`config.mk`:
```
export PLATFORM = sky130hd
export DESIGN_NAME = fpoc_regs
export DESIGN_NICKNAME = d
export VERILOG_FILES = /design/src/common/fpoc_pkg.sv /design/src/hdl/fpoc_regs.sv
export SDC_FILE = /design/constraint.sdc
export NUM_CORES = 1
export LEC_CHECK = 0
export BUFFER_PORTS_ARGS = -buffer_cell sky130_fd_sc_hd__buf_2
export CORE_MARGIN = 2
export CORE_UTILIZATION = 40
export CTS_BUF_LIST = sky130_fd_sc_hd__clkbuf_16
export CTS_CLUSTER_SIZE = 8
export DETAILED_ROUTE_END_ITERATION = 7
export PLACE_DENSITY = 0.64
export SYNTH_ARGS = -nofsm -noshare
export SYNTH_HDL_FRONTEND = slang
export SYNTH_SLANG_ARGS = --single-unit
```
`constraint.sdc`:
```
create_clock -name clk_i -period 4 [get_ports clk_i]
set_input_delay 0.8 -clock clk_i [delete_from_list [all_inputs] [get_ports clk_i]]
set_output_delay 0.8 -clock clk_i [all_outputs]
set_load 0.01 [all_outputs]
```
`src/common/fpoc_pkg.sv`:
```
// Purpose: constants and carriers for the fault persistence / overload config block
// Assumes: 16-bit registers reached by a simple register port, offsets chosen locally
// Notes: persistence codes 000..101 give 1..32 conversions, 110/111 reserved
package fpoc_pkg;
    // ****************************************
    // register map
    // ****************************************
    localparam logic [1:0] ADDR_OVERLOAD = 2'h0;
    localparam logic [1:0] ADDR_IN_PERSIST = 2'h1;
    localparam logic [1:0] ADDR_OUT_PERSIST_ONE = 2'h2;
    localparam logic [15:0] RST_OVERLOAD = 16'h0000;
    localparam logic [15:0] RST_IN_PERSIST = 16'h0000;
    localparam logic [15:0] RST_OUT_PERSIST_ONE = 16'h0000;
    // implemented bits of the persistence registers
    localparam logic [15:0] MASK_IN_PERSIST = 16'hE7E0;
    localparam logic [15:0] MASK_OUT_PERSIST_ONE = 16'hE0E0;
    // ****************************************
    // field positions
    // ****************************************
    localparam int CLASS_LSB = 14;
    localparam int FACTOR_HI_LSB = 8;
    localparam int FACTOR_LO_BIT = 7;
    localparam int BASE_LSB = 0;
    localparam int UV_LSB = 13;
    localparam int LD_LSB = 8;
    localparam int OV_LSB = 5;
    localparam logic [2:0] PERSIST_MAX_CODE = 3'h5;
    localparam logic [5:0] PERSIST_CNT_RST = 6'h00;
    // shunt voltage per base-step unit, in nanovolts
    localparam int BASE_UNIT_NV = 25000;

    typedef enum logic [3:0] {
        FPOC_CLASS0 = 4'h1,
        FPOC_CLASS1 = 4'h2,
        FPOC_CLASS2 = 4'h4,
        FPOC_CLASS3 = 4'h8
    } fpoc_class_e;

    // register port request
    typedef struct packed {
        logic wr;
        logic [1:0] addr;
        logic [15:0] wdata;
    } fpoc_req_s;

    // condition flags of one conversion
    typedef struct packed {
        logic in_uv;
        logic ld;
        logic in_ov;
        logic out_uv;
        logic out_ov;
    } fpoc_cond_s;
endpackage : fpoc_pkg

```
`src/hdl/fpoc_regs.sv`:
```
// Purpose: overload and voltage persistence registers with fault qualification
// Assumes: register requests and conversion strobes are synchronous to clk_i
// Notes: persistence registers are frozen while the converter runs
`timescale 1ns/10ps
`default_nettype none
module fpoc_regs (
    input wire logic clk_i,
    input wire logic resetn_i,
    input wire logic ce_i,
    input wire fpoc_pkg::fpoc_req_s req_i,
    input wire logic req_valid_i,
    output logic [15:0] rdata_o,
    input wire logic conv_en_i,
    input wire logic conv_valid_i,
    input wire fpoc_pkg::fpoc_cond_s cond_i,
    output fpoc_pkg::fpoc_cond_s fault_o,
    output fpoc_pkg::fpoc_class_e ovl_class_o,
    output logic [6:0] ovl_factor_o,
    output logic [6:0] ovl_base_o,
    output logic [13:0] ovl_threshold_o
);
    logic [15:0] ovl_r;
    logic [15:0] inp_r;
    logic [15:0] outp_r;
    logic [15:0] rdata_nxt;
    logic [2:0] code_w [5];
    logic [5:0] cnt_r [5];
    logic [4:0] cond_w;
    logic [4:0] fault_r;
    logic ovl_wr_w;
    logic persist_wr_w;
    logic rd_w;
    logic conv_w;
    logic [4:0] hit_w;

    // number of conversions required for a code, reserved codes need 63
    function automatic logic [5:0] persist_need(input logic [2:0] code);
        if (code > fpoc_pkg::PERSIST_MAX_CODE) begin
            persist_need = 6'h3F; // reserved code, needs 63 conversions
        end else begin
            persist_need = 6'(6'h01 << code);
        end
    endfunction : persist_need

    // sample completes the required run: count plus this sample reaches need
    function automatic logic persist_hit(input logic [5:0] cnt, input logic [2:0] code);
        persist_hit = (7'(cnt) + 7'h01) >= 7'(persist_need(code));
    endfunction : persist_hit

    // one-hot class from the two class bits
    function automatic fpoc_pkg::fpoc_class_e class_decode(input logic [1:0] code);
        case (code)
            2'h0: class_decode = fpoc_pkg::FPOC_CLASS0; // no overload handling
            2'h1: class_decode = fpoc_pkg::FPOC_CLASS1;
            2'h2: class_decode = fpoc_pkg::FPOC_CLASS2;
            default: class_decode = fpoc_pkg::FPOC_CLASS3;
        endcase
    endfunction : class_decode

    // seven-bit multiplier gathered from its split positions
    function automatic logic [6:0] factor_field(input logic [15:0] word);
        factor_field = {word[fpoc_pkg::FACTOR_HI_LSB +: 6], word[fpoc_pkg::FACTOR_LO_BIT]};
    endfunction : factor_field

    // threshold as multiplier times base step, full 14-bit product
    function automatic logic [13:0] threshold_calc(input logic [6:0] factor,
                                                   input logic [6:0] base);
        threshold_calc = 14'(factor) * 14'(base);
    endfunction : threshold_calc

    // ****************************************
    // behaviour notes
    // ****************************************
    // the lock only gates persistence writes; overload stays writable
    // a write to a locked register is dropped without any error flag
    // decoded overload outputs lag the register by one enabled clock
    // a reserved code keeps its fault low however long the condition lasts
    // samples count only on conversion strobes; idle cycles neither count nor clear
    // a counter saturates at its need so a long condition cannot wrap it
    // ce_i low freezes registers, counters, flags and read data alike
    // the threshold is in base-step units, scaled by the shunt outside

    // ****************************************
    // register writes
    // ****************************************
    // request decodes shared by the write and read processes
    assign ovl_wr_w = ce_i && req_valid_i && req_i.wr && req_i.addr == fpoc_pkg::ADDR_OVERLOAD;
    assign persist_wr_w = ce_i && req_valid_i && req_i.wr && !conv_en_i;
    assign rd_w = ce_i && req_valid_i && !req_i.wr;
    assign conv_w = ce_i && conv_valid_i;

    // overload register is writable whenever ce_i is high
    always_ff @(posedge clk_i or negedge resetn_i) begin
        if (!resetn_i) begin
            ovl_r <= fpoc_pkg::RST_OVERLOAD;
        end else if (ovl_wr_w) begin
            ovl_r <= req_i.wdata;
        end
    end

    // persistence registers, locked while running
    always_ff @(posedge clk_i or negedge resetn_i) begin
        if (!resetn_i) begin
            inp_r <= fpoc_pkg::RST_IN_PERSIST;
            outp_r <= fpoc_pkg::RST_OUT_PERSIST_ONE;
        end else if (persist_wr_w) begin
            if (req_i.addr == fpoc_pkg::ADDR_IN_PERSIST) begin
                inp_r <= req_i.wdata & fpoc_pkg::MASK_IN_PERSIST;
            end
            if (req_i.addr == fpoc_pkg::ADDR_OUT_PERSIST_ONE) begin
                outp_r <= req_i.wdata & fpoc_pkg::MASK_OUT_PERSIST_ONE;
            end
        end
    end

    // ****************************************
    // read path
    // ****************************************
    // read mux, unmapped address reads zero
    always_comb begin
        case (req_i.addr)
            fpoc_pkg::ADDR_OVERLOAD: rdata_nxt = ovl_r;
            fpoc_pkg::ADDR_IN_PERSIST: rdata_nxt = inp_r;
            fpoc_pkg::ADDR_OUT_PERSIST_ONE: rdata_nxt = outp_r;
            default: rdata_nxt = 16'h0000;
        endcase
    end

    // read data registered on a read request
    always_ff @(posedge clk_i or negedge resetn_i) begin
        if (!resetn_i) begin
            rdata_o <= 16'h0000;
        end else if (rd_w) begin
            rdata_o <= rdata_nxt;
        end
    end

    // ****************************************
    // overload decode
    // ****************************************
    // class, factor, base and threshold outputs
    always_ff @(posedge clk_i or negedge resetn_i) begin
        if (!resetn_i) begin
            ovl_class_o <= fpoc_pkg::FPOC_CLASS0;
            ovl_factor_o <= 7'h00;
            ovl_base_o <= 7'h00;
            ovl_threshold_o <= 14'h0000;
        end else if (ce_i) begin
            ovl_class_o <= class_decode(ovl_r[fpoc_pkg::CLASS_LSB +: 2]);
            ovl_factor_o <= factor_field(ovl_r);
            ovl_base_o <= ovl_r[fpoc_pkg::BASE_LSB +: 7];
            ovl_threshold_o <= threshold_calc(factor_field(ovl_r),
                                              ovl_r[fpoc_pkg::BASE_LSB +: 7]);
        end
    end

    // ****************************************
    // persistence qualification
    // ****************************************
    // field and condition per channel: uv, ld, ov, out uv, out ov
    assign code_w[0] = inp_r[fpoc_pkg::UV_LSB +: 3];
    assign code_w[1] = inp_r[fpoc_pkg::LD_LSB +: 3];
    assign code_w[2] = inp_r[fpoc_pkg::OV_LSB +: 3];
    assign code_w[3] = outp_r[fpoc_pkg::UV_LSB +: 3];
    assign code_w[4] = outp_r[fpoc_pkg::OV_LSB +: 3];
    assign cond_w = cond_i;

    // a present condition completes its run on this sample
    always_comb begin
        for (int i = 0; i < 5; i++) begin
            hit_w[i] = cond_w[4 - i] && persist_hit(cnt_r[i], code_w[i]);
        end
    end

    // consecutive-conversion counters, saturating at the need
    always_ff @(posedge clk_i or negedge resetn_i) begin
        if (!resetn_i) begin
            for (int i = 0; i < 5; i++) begin
                cnt_r[i] <= fpoc_pkg::PERSIST_CNT_RST;
            end
        end else if (conv_w) begin
            for (int i = 0; i < 5; i++) begin
                if (!cond_w[4 - i]) begin
                    cnt_r[i] <= fpoc_pkg::PERSIST_CNT_RST;
                end else if (hit_w[i]) begin
                    cnt_r[i] <= persist_need(code_w[i]);
                end else begin
                    cnt_r[i] <= cnt_r[i] + 6'h01;
                end
            end
        end
    end

    // fault flags: set on the completing sample, cleared by a quiet one
    always_ff @(posedge clk_i or negedge resetn_i) begin
        if (!resetn_i) begin
            fault_r <= 5'h00;
        end else if (conv_w) begin
            for (int i = 0; i < 5; i++) begin
                fault_r[4 - i] <= hit_w[i] && (code_w[i] <= fpoc_pkg::PERSIST_MAX_CODE);
            end
        end
    end

    assign fault_o = fault_r;
endmodule : fpoc_regs
`default_nettype wire

```
# After elaboration in Yosys (flattened, before gate mapping)
# Cells that the tools add are included.
# totals
regBits	114
output_inout_bits	53
word_cells	88
input_bits	30
# op_classes
shift	5
addsub	10
mux	17
order_cmp	15
mul	1
n_eq_ne	4
n_reduce_logical	22
# op_table
operator	n
6-bit 2-to-1 mux	15
16-bit case mux with 3 select lines	1
6-bit by 1-bit adder with 7-bit output (second input constant)	5
7-bit by 6-bit greater-or-equal comparator with 1-bit output	5
6-bit by 1-bit adder with 6-bit output (second input constant)	5
1-bit by 3-bit << shifter with 6-bit output (first input constant)	5
1-bit logical AND	16
3-bit > comparator (second input constant)	5
3-bit <= comparator (second input constant)	5
7-bit by 7-bit multiplier with 14-bit output	1
4-bit case mux with 3 select lines	1
2-bit by 1-bit equality test with 1-bit output (second input constant)	2
2-bit equality test (second input constant)	2
2-bit logical NOT	2
2-bit AND reduction	2
1-bit logical NOT	2

# Longest topological paths before layout
# Gate-level depths: netlist (run 1).
# depth
depth_word	6
ltp_mapped	17
depth_no_buf	16

# Worst setup path before layout (run 1)
# OpenSTA, ideal clock, no wires.
# synth_path
path_kind	register -> register
startpoint	register ovl_r[10]
endpoint	register ovl_threshold_o[9]
period_less_slack_ns	4.344
path_stages_with_launch	18
n_path_buf	1
t_required_ns	3.875
setup_time_ns	0.125
arrival_time_ns	4.219
path_slack_ns	-0.344
cell_sequence	dfrtp_1 -> clkbuf_1 -> and2_1 -> fa_1 -> inv_1 -> fa_1 -> inv_1 -> fa_1 -> inv_1 -> fa_1 -> inv_1 -> ha_1 -> nand2_1 -> or3_4 -> a21oi_2 -> nor2_1 -> xnor2_1 -> mux2_2
# synth_between
elab_chain_cells	1
# synth_rtl
item	line	text
start, declared	fpoc_regs.sv:22	logic [15:0] ovl_r;
start signal, assigned	fpoc_regs.sv:95	ovl_r <= fpoc_pkg::RST_OVERLOAD;
start signal, assigned	fpoc_regs.sv:97	ovl_r <= req_i.wdata;
7-bit by 7-bit multiplier with 14-bit output	fpoc_regs.sv:68	threshold_calc = 14'(factor) * 14'(base);
end signal, assigned	fpoc_regs.sv:152	ovl_threshold_o <= threshold_calc(factor_field(ovl_r),
end, declared	fpoc_regs.sv:20	output logic [13:0] ovl_threshold_o
# Every way passes these cells.
# A chain may end at the register's enable or synchronous reset.

# Worst setup path in the final report (run 1)
# Same ends and word-level chain as after synthesis.

==> reports/qor.yml, run 1 <==
core_um2: 18700
ctsHtreeMaxLevel: 4
rr_worst_depth: 16
clk_latency_ns: 0.43
drc: 0
power_density_nw_per_um2: 743
stdcell_area_um2: 9070
slew_headroom_pct: 25.0
num_io_pins: 83
grt_antenna_before_repair: 3
syn_inst: 770
hold_ws_ns: 0.417
cts_setup_buffers: 0
tightest_slew_ns: 1.12
drt-total-wl_um: 18700
p_comb_share_pct: 48.6
postPlaceCellArea_um2: 8410
die_area_um2: 20200
timing.setup.tns_ns: -0.757
cts.sinks: 114
detail-route-antenna-nets: 0
die_w_um: 142
drtIter0Drc: 302
skew_ns: 0.0108
fin_ws_ns: -0.169
sequentialPowerShare_pct: 27.0
fin_util_pct: 48.5
grt_max_degree: 56
num-nets-final: 979
multi_input_area_um2: 4540
startpoint_type: "flip-flop"
cp_data_arrival_time_ns: 4.48
area_growth_pct: 18.6
period_share_pct: 104
synth_edf_count: 0
route.vias.total: 5940
numCtsBuffers: 17
io_buffers: 82
synth_seq_cells: 114
final_cell_mix: "113 x dfrtp_1, 101 x nand2_1, 81 x buf_2"
cts_root_buf: "clkbuf_16"
yosysSeqAreaShare_pct: 37.3
violations: "setup timing"
post_drt_wl_per_cell_um: 16.9
clk_pin_slew_ns: 0.06
synth_nets: 891
hold_violations: 0
cts_tree: "yes"
maxCapViolCount: 0
grt-ovfl-total: 0
end_kind: "flip-flop"
fin_total_pwr_w: 0.00674
grt_pass1_wl_um: 30700
row_count: 50
period_needed_ns: 4.17
ys.flop_type: "dfrtp_1"
grt_setup_unrepaired: "true"
hp-class: "primary input to async pin"
die_h_um: 142
async_flop_share_pct: 100
viasPerCell: 5.37
required_ns: 4.31
yosysWarnings: 0
p_sw_share_pct: 40.3
holdBufCountCts: 0
dr.pass1.iters: 4
final_max_slew_viol_count: 0
p_int_w: 0.00402
final-setup-viol-count: 7
synth_area_um2: 7650
initial_core_util_pct: 40.9
fillers: 1757
drive_above_1_share_pct: 23.9
cp_max_fo: 2
seq_area_um2: 2850
hpwl_um: 13700
grt_usage_pct: 19.5
clk_path_buf_depth: 2
fmax_mhz: 240
total_leakage_power_nw: 4.41
avgSynthCellArea_um2: 9.93
peakVddDrop_uv: 636
synthDistinctLibCells: 47
final_common_cell: "dfrtp_1"
pwr-share-clk_pct: 24.4
p_switching_w: 0.00271
place_congestion: 0.837
critPathKind: "flip-flop to flip-flop"
grt_pass1_vias: 5809
status: "finished, violations left"
==> cell type report <==
cell class	instances	share of cell area, %
multi-input combinational	577	50.0
clock inverter	15	2.18
timing repair buffer	109	6.78
clock buffer	17	4.69
inverter	39	1.61
tap	234	3.23
antenna	2	0.0552
sequential	114	31.5
==> kinds of logic after synthesis <==
| logic type | synth area share, % |
|---|---|
| mux | 9.19 |
| buf+inv | 4.14 |
| flops | 37.3 |
| compound gates | 12.6 |
| fa+ha+maj | 17.2 |
| simple gates | 16.1 |
| xor+xnor | 3.43 |
==> power groups by stage <==
stage	clock, W	sequential [W]	combinational [W]
CTS	0.00167	0.00182	0.00328
global placement	0	0.00183	0.00312
detailed placement	0	0.00184	0.00319
finish	0.00164	0.00182	0.00327
global route	0.00172	0.00188	0.00371
floorplan	0	0.00183	0.00230
==> critical path, cell delays in order, from the launching register on <==
cell and delay, ns:
dfrtp_1 0.38, and2_4 0.16, fa_1 0.52, inv_1 0.05, fa_1 0.50, inv_2 0.05, fa_1 0.47, inv_1 0.05
fa_1 0.50, inv_2 0.05, ha_4 0.27, nand2_2 0.06, or3_4 0.41, a21oi_4 0.16, nor2_2 0.05, xnor2_1 0.12
mux2_4 0.25
==> synthesized netlist by cell type (all sizes together) (12+ instances only) <==
library cell	count	share of area (%)
dfrtp	113	37
nand2	104	5.1
ha	67	11
o21ai	60	4.0
mux2	50	7.4
inv	39	1.9
and2	36	2.9
nand3	36	2.5
clkbuf	28	1.4
fa	24	6.3
o311ai	23	2.6
a21oi	21	1.4
xnor2	20	2.3
nor2	17	0.83
and3	14	1.2
mux2i	14	1.8
buf	12	0.85
==> registers in the layout (all words and copies together) (netlist names) <==
signal	flops
ovl_r	16
ovl_threshold_o	14
ovl_base_o	7
rdata_o	16
ovl_factor_o	7
outp_r	6
fault_o	5
inp_r	9
ovl_class_o	4
cnt_r	30
==> routing by layer <==
layer / GRT usage, % / wire length [um] / vias up / part of all wire, %
met2: 31.9 / 9020 / 110 / 48
met4: 5.05 / 231 / 2 / 1.2
li1: - / - / 2905 / -
met3: 5.62 / 959 / 19 / 5.1
met5: 0 / 7 / - / 0.037
met1: 25.5 / 8470 / 2904 / 45
==> final timing paths <==
path / start / endpoint / slack (ns)
max: ovl_r[10] / ovl_threshold_o[9] / -0.17
min: resetn_i / cnt_r[2] / 0.42
max reg2reg: ovl_r[10] / ovl_threshold_o[9] / -0.17
min reg2reg: rdata_o[8] / rdata_o[8] / 0.47
max in group asynchronous: resetn_i / rdata_o[11] / 2.74
min in group clk_i: rdata_o[8] / rdata_o[8] / 0.47
==> repair_timing <==
action                     4_1_cts  5_1_grt
gates cloned                     0        0
pin swaps                        4        6
setup endpoints to repair        7        7
resized for setup                8        3
==> stage by stage <==
stage                     cells  setup WS [ns]
final                      1107         -0.169
after global routing       1105         -0.316
after CTS                  1105         -0.179
after detailed placement   1073         -0.171
after global placement     1073         -0.114
after floorplan             770         -0.143
Power figures use the tool's default switching activity.
==> run 2: changes to the inputs <==
--- a/config.mk
+++ b/config.mk
@@ -7,11 +7,11 @@
 export LEC_CHECK = 0
 export BUFFER_PORTS_ARGS = -buffer_cell sky130_fd_sc_hd__buf_2
 export CORE_MARGIN = 2
-export CORE_UTILIZATION = 40
+export CORE_UTILIZATION = 49
 export CTS_BUF_LIST = sky130_fd_sc_hd__clkbuf_16
 export CTS_CLUSTER_SIZE = 8
 export DETAILED_ROUTE_END_ITERATION = 7
-export PLACE_DENSITY = 0.64
+export PLACE_DENSITY = 0.81
 export SYNTH_ARGS = -nofsm -noshare
 export SYNTH_HDL_FRONTEND = slang
 export SYNTH_SLANG_ARGS = --single-unit
==> run 2 against run 1 <==
- the run still ends with setup timing left
- die area down 18%
- core utilization up 11 points
- clock-buffer cell count is the same
- worst hold slack improved by 0.058 ns
- routed wire length fell by 2.5%
- final cell count decreased by 4.5%
- combinational power up 3%
- critical path depth did not move
- largest power group unchanged
- highest routed layer is now met4
==> reports/qor.yml, run 2 (synthesis gave the netlist of run 1 again) <==
status: "finished, violations left"
violations: "setup timing"
final-setup-viol-count: 7  # unchanged
pwr-share-clk_pct: 21.9  # -2.5 points
multi_input_area_um2: 4580  # +0.91%
num-nets-final: 977  # -0.20%
total_leakage_power_nw: 4.39  # -0.46%
final_common_cell: "dfrtp_1"
stdcell_count: 1057  # -4.5%
core_um2: 15200  # -19%
grt_pass1_wl_um: 30200  # -1.6%
grt_pass1_vias: 6050  # +4.1%
die_w_um: 129  # -9.4%
hold_ws_ns: 0.475  # +0.0576 ns
min_to: "rdata_o[6]"
dr.pass1.iters: 5  # +1
p_sw_share_pct: 41.6  # +1.4 points
slowest_stage: "fa_1"
place_congestion: 0.900  # +7.5%
critPathKind: "flip-flop to flip-flop"
initial_core_util_pct: 50.3  # +9.4 points
p_switching_w: 0.00277  # +2.1%
holdBufCountCts: 0  # unchanged
numCtsBuffers: 17  # unchanged
drtIter0Drc: 361  # +20%
grt-ovfl-total: 0  # unchanged
final_max_slew_viol_count: 0  # unchanged
die_h_um: 129  # -9.4%
cp_data_arrival_time_ns: 4.46  # -0.02 ns
period_share_pct: 104  # -0.36 points
cp_top_family: "adder cells"
ctsHtreeMaxLevel: 4  # unchanged
cts_tree: "yes"
skew_ns: 0.00616  # -0.00464 ns
post_drt_wl_per_cell_um: 17.2  # +2.1%
largest_register: "cnt_r"
detail-route-antenna-nets: 0  # unchanged
sequentialPowerShare_pct: 27.6  # +0.6 points
p_comb_share_pct: 50.5  # +1.9 points
post-place-ws_ns: -0.132  # +0.0394 ns
cp_cell_sequence: "and2_4 > fa_1 > inv_1 > fa_1 > inv_2 > fa_1 > inv_1 > fa_1 > inv_2 > ha_4 > nand2_2 > or3_4 > nand2_1 > a21oi_1 > xnor2_1 > mux2_2"
route.vias.total: 6130  # +3.2%
area_growth_pct: 17.7
viasPerCell: 5.80  # +8.1%
num_io_pins: 83  # unchanged
hp-class: "flip-flop to flip-flop"
power_density_nw_per_um2: 739  # -0.50%
row_count: 45  # -10%
fin_ws_ns: -0.155  # +0.0143 ns
diodes: 0  # -2
drt-total-wl_um: 18200  # -2.5%
peakVddDrop_uv: 637  # +0.27%
slowest_delay_ns: 0.53  # about the same
slew_headroom_pct: 27.4  # +2.4 points
min_from: "rdata_o[6]"
dp_cells: 1025  # -4.5%
fmax_mhz: 241  # +0.34%
end_kind: "flip-flop"
drc: 0  # unchanged
grt_antenna_before_repair: 0  # -3
clk_pin_slew_ns: 0.06  # about the same
io_buffers: 82  # unchanged
rr_worst_depth: 16  # unchanged
grt_usage_pct: 23.2  # +3.8 points
clk_latency_ns: 0.43  # about the same
cp_max_fo: 2  # unchanged
p_int_w: 0.00388  # -3.5%
crit_top_cell: "fa_1"
cts_setup_buffers: 0  # unchanged
cts.sinks: 114  # unchanged
period_needed_ns: 4.15  # -0.0143 ns
top_regs: "cnt_r x30, ovl_r x16, rdata_o x16"
startpoint_type: "flip-flop"
r2r_slack_ns: -0.15  # about the same
maxCapViolCount: 0  # unchanged
seq_area_um2: 2850  # unchanged
final_cell_mix: "113 x dfrtp_1, 102 x nand2_1, 81 x buf_2"
grt_setup_unrepaired: "true"
timing.setup.tns_ns: -0.676  # +0.0807 ns
holdPathStages: 2
largest_reg_flops: 30  # unchanged
die_area_um2: 16600  # -18%
grt_max_degree: 68  # +21%
rr_endpoint: "ovl_threshold_o[11]"
cts_root_buf: "clkbuf_16"
tightest_slew_ns: 1.09  # -0.0355 ns
drive_above_1_share_pct: 24.6  # +0.75 points
clk_path_buf_depth: 2  # unchanged
r2r_start: "ovl_r[10]"
fillers: 1231  # -30%
path_buf_inv: 4  # unchanged
hpwl_um: 13000  # -4.5%
required_ns: 4.31  # about the same
hold_violations: 0  # unchanged
-- run 2: how the worst max path moves through the flow --
stage,from,endpoint,slack [ns],depth (start not counted)
2_1_floorplan,ovl_r[10],ovl_threshold_o[9],-0.14,17
3_5_place_dp,ovl_r[3],ovl_threshold_o[9],-0.13,16
4_1_cts,ovl_r[3],ovl_threshold_o[9],-0.14,16
6_report,ovl_r[10],ovl_threshold_o[11],-0.15,16
5_1_grt,ovl_r[10],ovl_threshold_o[11],-0.30,16
3_3_place_gp,ovl_r[3],ovl_threshold_o[9],-0.10,16
-- run 2: tightest hold or removal path: cells and delay by family (launching register included) --
| kind | cells | cell delay, ns |
|---|---|---|
| flops | 1 | 0.34 |
| simple gates | 1 | 0.04 |
| compound gates | 1 | 0.06 |
-- run 2: area by class of cell --
| type | instances | share of cell area (%) |
|---|---|---|
| Clock buffer | 17 | 4.72 |
| Clock inverter | 15 | 1.60 |
| Inverter | 39 | 1.63 |
| Multi-Input combinational cell | 577 | 50.8 |
| Sequential cell | 114 | 31.7 |
| Tap cell | 188 | 2.61 |
| Timing Repair Buffer | 107 | 6.89 |
-- run 2: power groups by stage --
stage | logic [W] | registers [W] | clock network (W)
floorplan | 0.00230 | 0.00183 | 0
global placement | 0.00303 | 0.00183 | 0
detailed placement | 0.00313 | 0.00184 | 0
CTS | 0.00322 | 0.00183 | 0.00147
global route | 0.00380 | 0.00189 | 0.00153
finish | 0.00336 | 0.00184 | 0.00146
-- run 2: timing repair --
item                                    in CTS  in global routing
gates resized for setup                      8                 11
endpoints found under the setup margin       7                  7
hold endpoints to repair                     0                  0
pin swaps                                    4                  6
-- run 2: through the flow --
| stage | power, W | area [um^2] | util (%) |
|---|---|---|---|
| final | 0.00665 | 9000 | 59.2 |
| after global routing | 0.00721 | 9000 | 59.2 |
| after CTS | 0.00653 | 8950 | 58.8 |
| after detailed placement | 0.00497 | 8350 | 54.9 |
| after global placement | 0.00486 | 8350 | 54.9 |
| after floorplan | 0.00412 | 7690 | - |
-- run 2: per-layer routing --
layer / GRT usage, % / routed length [um] / vias up
met5: 0 / 0 / -
met2: 38.1 / 8910 / 168
met3: 5.74 / 905 / 43
met1: 29.6 / 7930 / 3017
li1: - / - / 2902
met4: 9.46 / 487 / 0
==> run 3: changes to the inputs <==
--- a/config.mk
+++ b/config.mk
@@ -8,10 +8,10 @@
 export BUFFER_PORTS_ARGS = -buffer_cell sky130_fd_sc_hd__buf_2
 export CORE_MARGIN = 2
 export CORE_UTILIZATION = 49
-export CTS_BUF_LIST = sky130_fd_sc_hd__clkbuf_16
 export CTS_CLUSTER_SIZE = 8
 export DETAILED_ROUTE_END_ITERATION = 7
 export PLACE_DENSITY = 0.81
+export RECOVER_POWER = 100
 export SYNTH_ARGS = -nofsm -noshare
 export SYNTH_HDL_FRONTEND = slang
 export SYNTH_SLANG_ARGS = --single-unit
==> run 3 against run 2 <==
- the run ends with capacitance limit, slew limit, setup timing left
- clock power about the same
- first-iteration DRC count decreased by 1.4%
- global-route usage is 0.085 points higher
- combinational power down 2%
- critical endpoint unchanged
- largest cell class unchanged
==> reports/qor.yml, run 3 (synthesis gave the netlist of run 1 again) <==
crit_top_cell: "fa_1"
final_common_cell: "dfrtp_1"
top_regs: "cnt_r x30, ovl_r x16, rdata_o x16"
skew_ns: 0.00953  # +0.00337 ns
dr.pass1.iters: 5  # unchanged
fin_total_pwr_w: 0.00663  # -0.42%
final_cell_mix: "113 x dfrtp_1, 102 x nand2_1, 65 x ha_1"
final-setup-viol-count: 7  # unchanged
drt-met1-wl_um: 8060  # +1.6%
cts_setup_buffers: 0  # unchanged
area_growth_pct: 16.1
slowest_delay_ns: 0.53  # about the same
p_comb_share_pct: 49.7  # -0.8 points
largest_reg_flops: 30  # unchanged
hpwl_um: 13000  # unchanged
grt_antenna_before_repair: 0  # unchanged
status: "finished, violations left"
route.met3.wl_um: 806  # -11%
tightest_slew_ns: 1.68  # +0.590 ns
hp-class: "flip-flop to flip-flop"
p_int_w: 0.00385  # -0.83%
cp_top_family: "adder cells"
fmax_mhz: 240  # -0.21%
clk_pin_slew_ns: 0.06  # about the same
route.vias.total: 6169  # +0.64%
required_ns: 4.31  # about the same
drc: 0  # unchanged
diodes: 0  # unchanged
path_buf_inv: 4  # unchanged
fin_ws_ns: -0.164  # -0.00888 ns
fillers: 1270  # +3.2%
clk_path_buf_depth: 2  # unchanged
startpoint_type: "flip-flop"
cts.sinks: 114  # unchanged
seq_area_um2: 2850  # unchanged
grt_pass1_vias: 6053  # +0.050%
core_um2: 15200  # unchanged
drtIter0Drc: 356  # -1.4%
end_kind: "flip-flop"
ctsHtreeMaxLevel: 4  # unchanged
pwr-share-clk_pct: 22.5  # +0.6 points
drive_above_1_share_pct: 17.6  # -7.0 points
routed.top_layer: "met4"
die_w_um: 129  # unchanged
num_io_pins: 83  # unchanged
largest_register: "cnt_r"
cp_cell_sequence: "and2_4 > fa_1 > inv_1 > fa_1 > inv_2 > fa_1 > inv_1 > fa_1 > inv_2 > ha_4 > nand2_2 > or3_4 > nand2_1 > a21oi_1 > xnor2_1 > mux2_2"
route.met2.wl_um: 8900  # about the same
drt-total-wl_um: 18300  # +0.36%
num-nets-final: 977  # unchanged
grt_max_degree: 68  # unchanged
sequentialPowerShare_pct: 27.8  # +0.2 points
post-place-ws_ns: -0.132  # unchanged
p_sw_share_pct: 41.9  # +0.24 points
peakVddDrop_uv: 636  # -0.19%
numCtsBuffers: 17  # unchanged
cp_data_arrival_time_ns: 4.47  # about the same
critPathKind: "flip-flop to flip-flop"
io_buffers: 82  # unchanged
cts_tree: "yes"
grt_pass1_wl_um: 30300  # +0.43%
grt-ovfl-total: 0  # unchanged
p_switching_w: 0.00277  # +0.15%
clk_latency_ns: 0.43  # about the same
grt_usage_pct: 23.3  # +0.085 points
post_drt_wl_per_cell_um: 17.3  # +0.36%
total_leakage_power_nw: 4.17  # -5.0%
cp_max_fo: 2  # unchanged
period_needed_ns: 4.16  # +0.00888 ns
final_max_slew_viol_count: 68  # +68
die_h_um: 129  # unchanged
maxCapViolCount: 1  # +1
period_share_pct: 104  # +0.22 points
place_congestion: 0.900  # unchanged
initial_core_util_pct: 50.3  # unchanged
slew_headroom_pct: -11.8  # -39 points
slowest_stage: "fa_1"
die_area_um2: 16600  # unchanged
viasPerCell: 5.84  # +0.64%
cts_root_buf: "clkbuf_16"
multi_input_area_um2: 4540  # -0.77%
violations: "capacitance limit, slew limit, setup timing"
row_count: 45  # unchanged
hold_violations: 0  # unchanged
power_density_nw_per_um2: 746  # +0.94%
detail-route-antenna-nets: 0  # unchanged
grt_setup_unrepaired: "true"
run 3: metal layers:
layer  GRT usage (%)  up-vias
met2            38.3      174
met4            9.27        0
met5               0        -
li1                -     2904
met3            5.74       45
met1            29.8     3046
run 3: path summary, 6_finish.rpt:
path | from | endpoint | slack (ns) | depth (start not counted)
worst min-delay path | rdata_o[6] | rdata_o[6] | 0.48 | 2
worst max-delay path | ovl_r[10] | ovl_threshold_o[11] | -0.16 | 16
worst max register to register | ovl_r[10] | ovl_threshold_o[11] | -0.16 | 16
min in group asynchronous | resetn_i | rdata_o[5] | 0.79 | 1
max in group asynchronous | resetn_i | ovl_threshold_o[7] | 1.27 | 2
worst min register to register | rdata_o[6] | rdata_o[6] | 0.48 | 2
run 3: per-stage QoR:
| step | instances | hold slack [ns] | utilization (%) | instance area (um^2) | TNS [ns] |
|---|---|---|---|---|---|
| 2_1_floorplan | 770 | 0.468 | - | 7690 | -0.326 |
| 3_3_place_gp | 1025 | 0.460 | 54.9 | 8350 | -0.292 |
| 3_5_place_dp | 1025 | 0.468 | 54.9 | 8350 | -0.450 |
| 4_1_cts | 1057 | 0.480 | 58.9 | 8960 | -0.572 |
| 5_1_grt | 1057 | 0.501 | 58.4 | 8880 | -1.68 |
| 6_report | 1057 | 0.478 | 58.4 | 8880 | -0.716 |
run 3: layout make-up:
class	count	share of cell area, %
Inverter	39	1.65
Clock buffer	19	4.99
Multi-Input combinational cell	577	51.1
Timing Repair Buffer	107	5.90
Tap cell	188	2.65
Sequential cell	114	32.1
Clock inverter	13	1.54
run 3: power groups by stage:
stage                     Combinational, W  Sequential (W)  Clock (W)
after floorplan                    0.00230         0.00183          0
after global placement             0.00303         0.00183          0
after detailed placement           0.00313         0.00184          0
after CTS                          0.00322         0.00183    0.00150
after global routing               0.00373         0.00189    0.00156
final                              0.00329         0.00184    0.00149
run 3: what timing repair did:
item / 4_1_cts / 5_1_grt
pin swaps: 4 / 6
hold buffers: 0 / 0
gates cloned: 0 / 0
setup endpoints to repair: 7 / 7
gates resized for setup: 8 / 11
run 3: worst register-to-register path, cell delays in order, from the launching register on:
cell and delay, ns:
dfrtp_1 0.39, and2_4 0.15, fa_1 0.53, inv_1 0.05, fa_1 0.50, inv_2 0.05
fa_1 0.48, inv_1 0.05, fa_1 0.49, inv_2 0.05, ha_4 0.27, nand2_2 0.06
or3_4 0.40, nand2_1 0.11, a21oi_1 0.09, xnor2_1 0.12, mux2_2 0.26
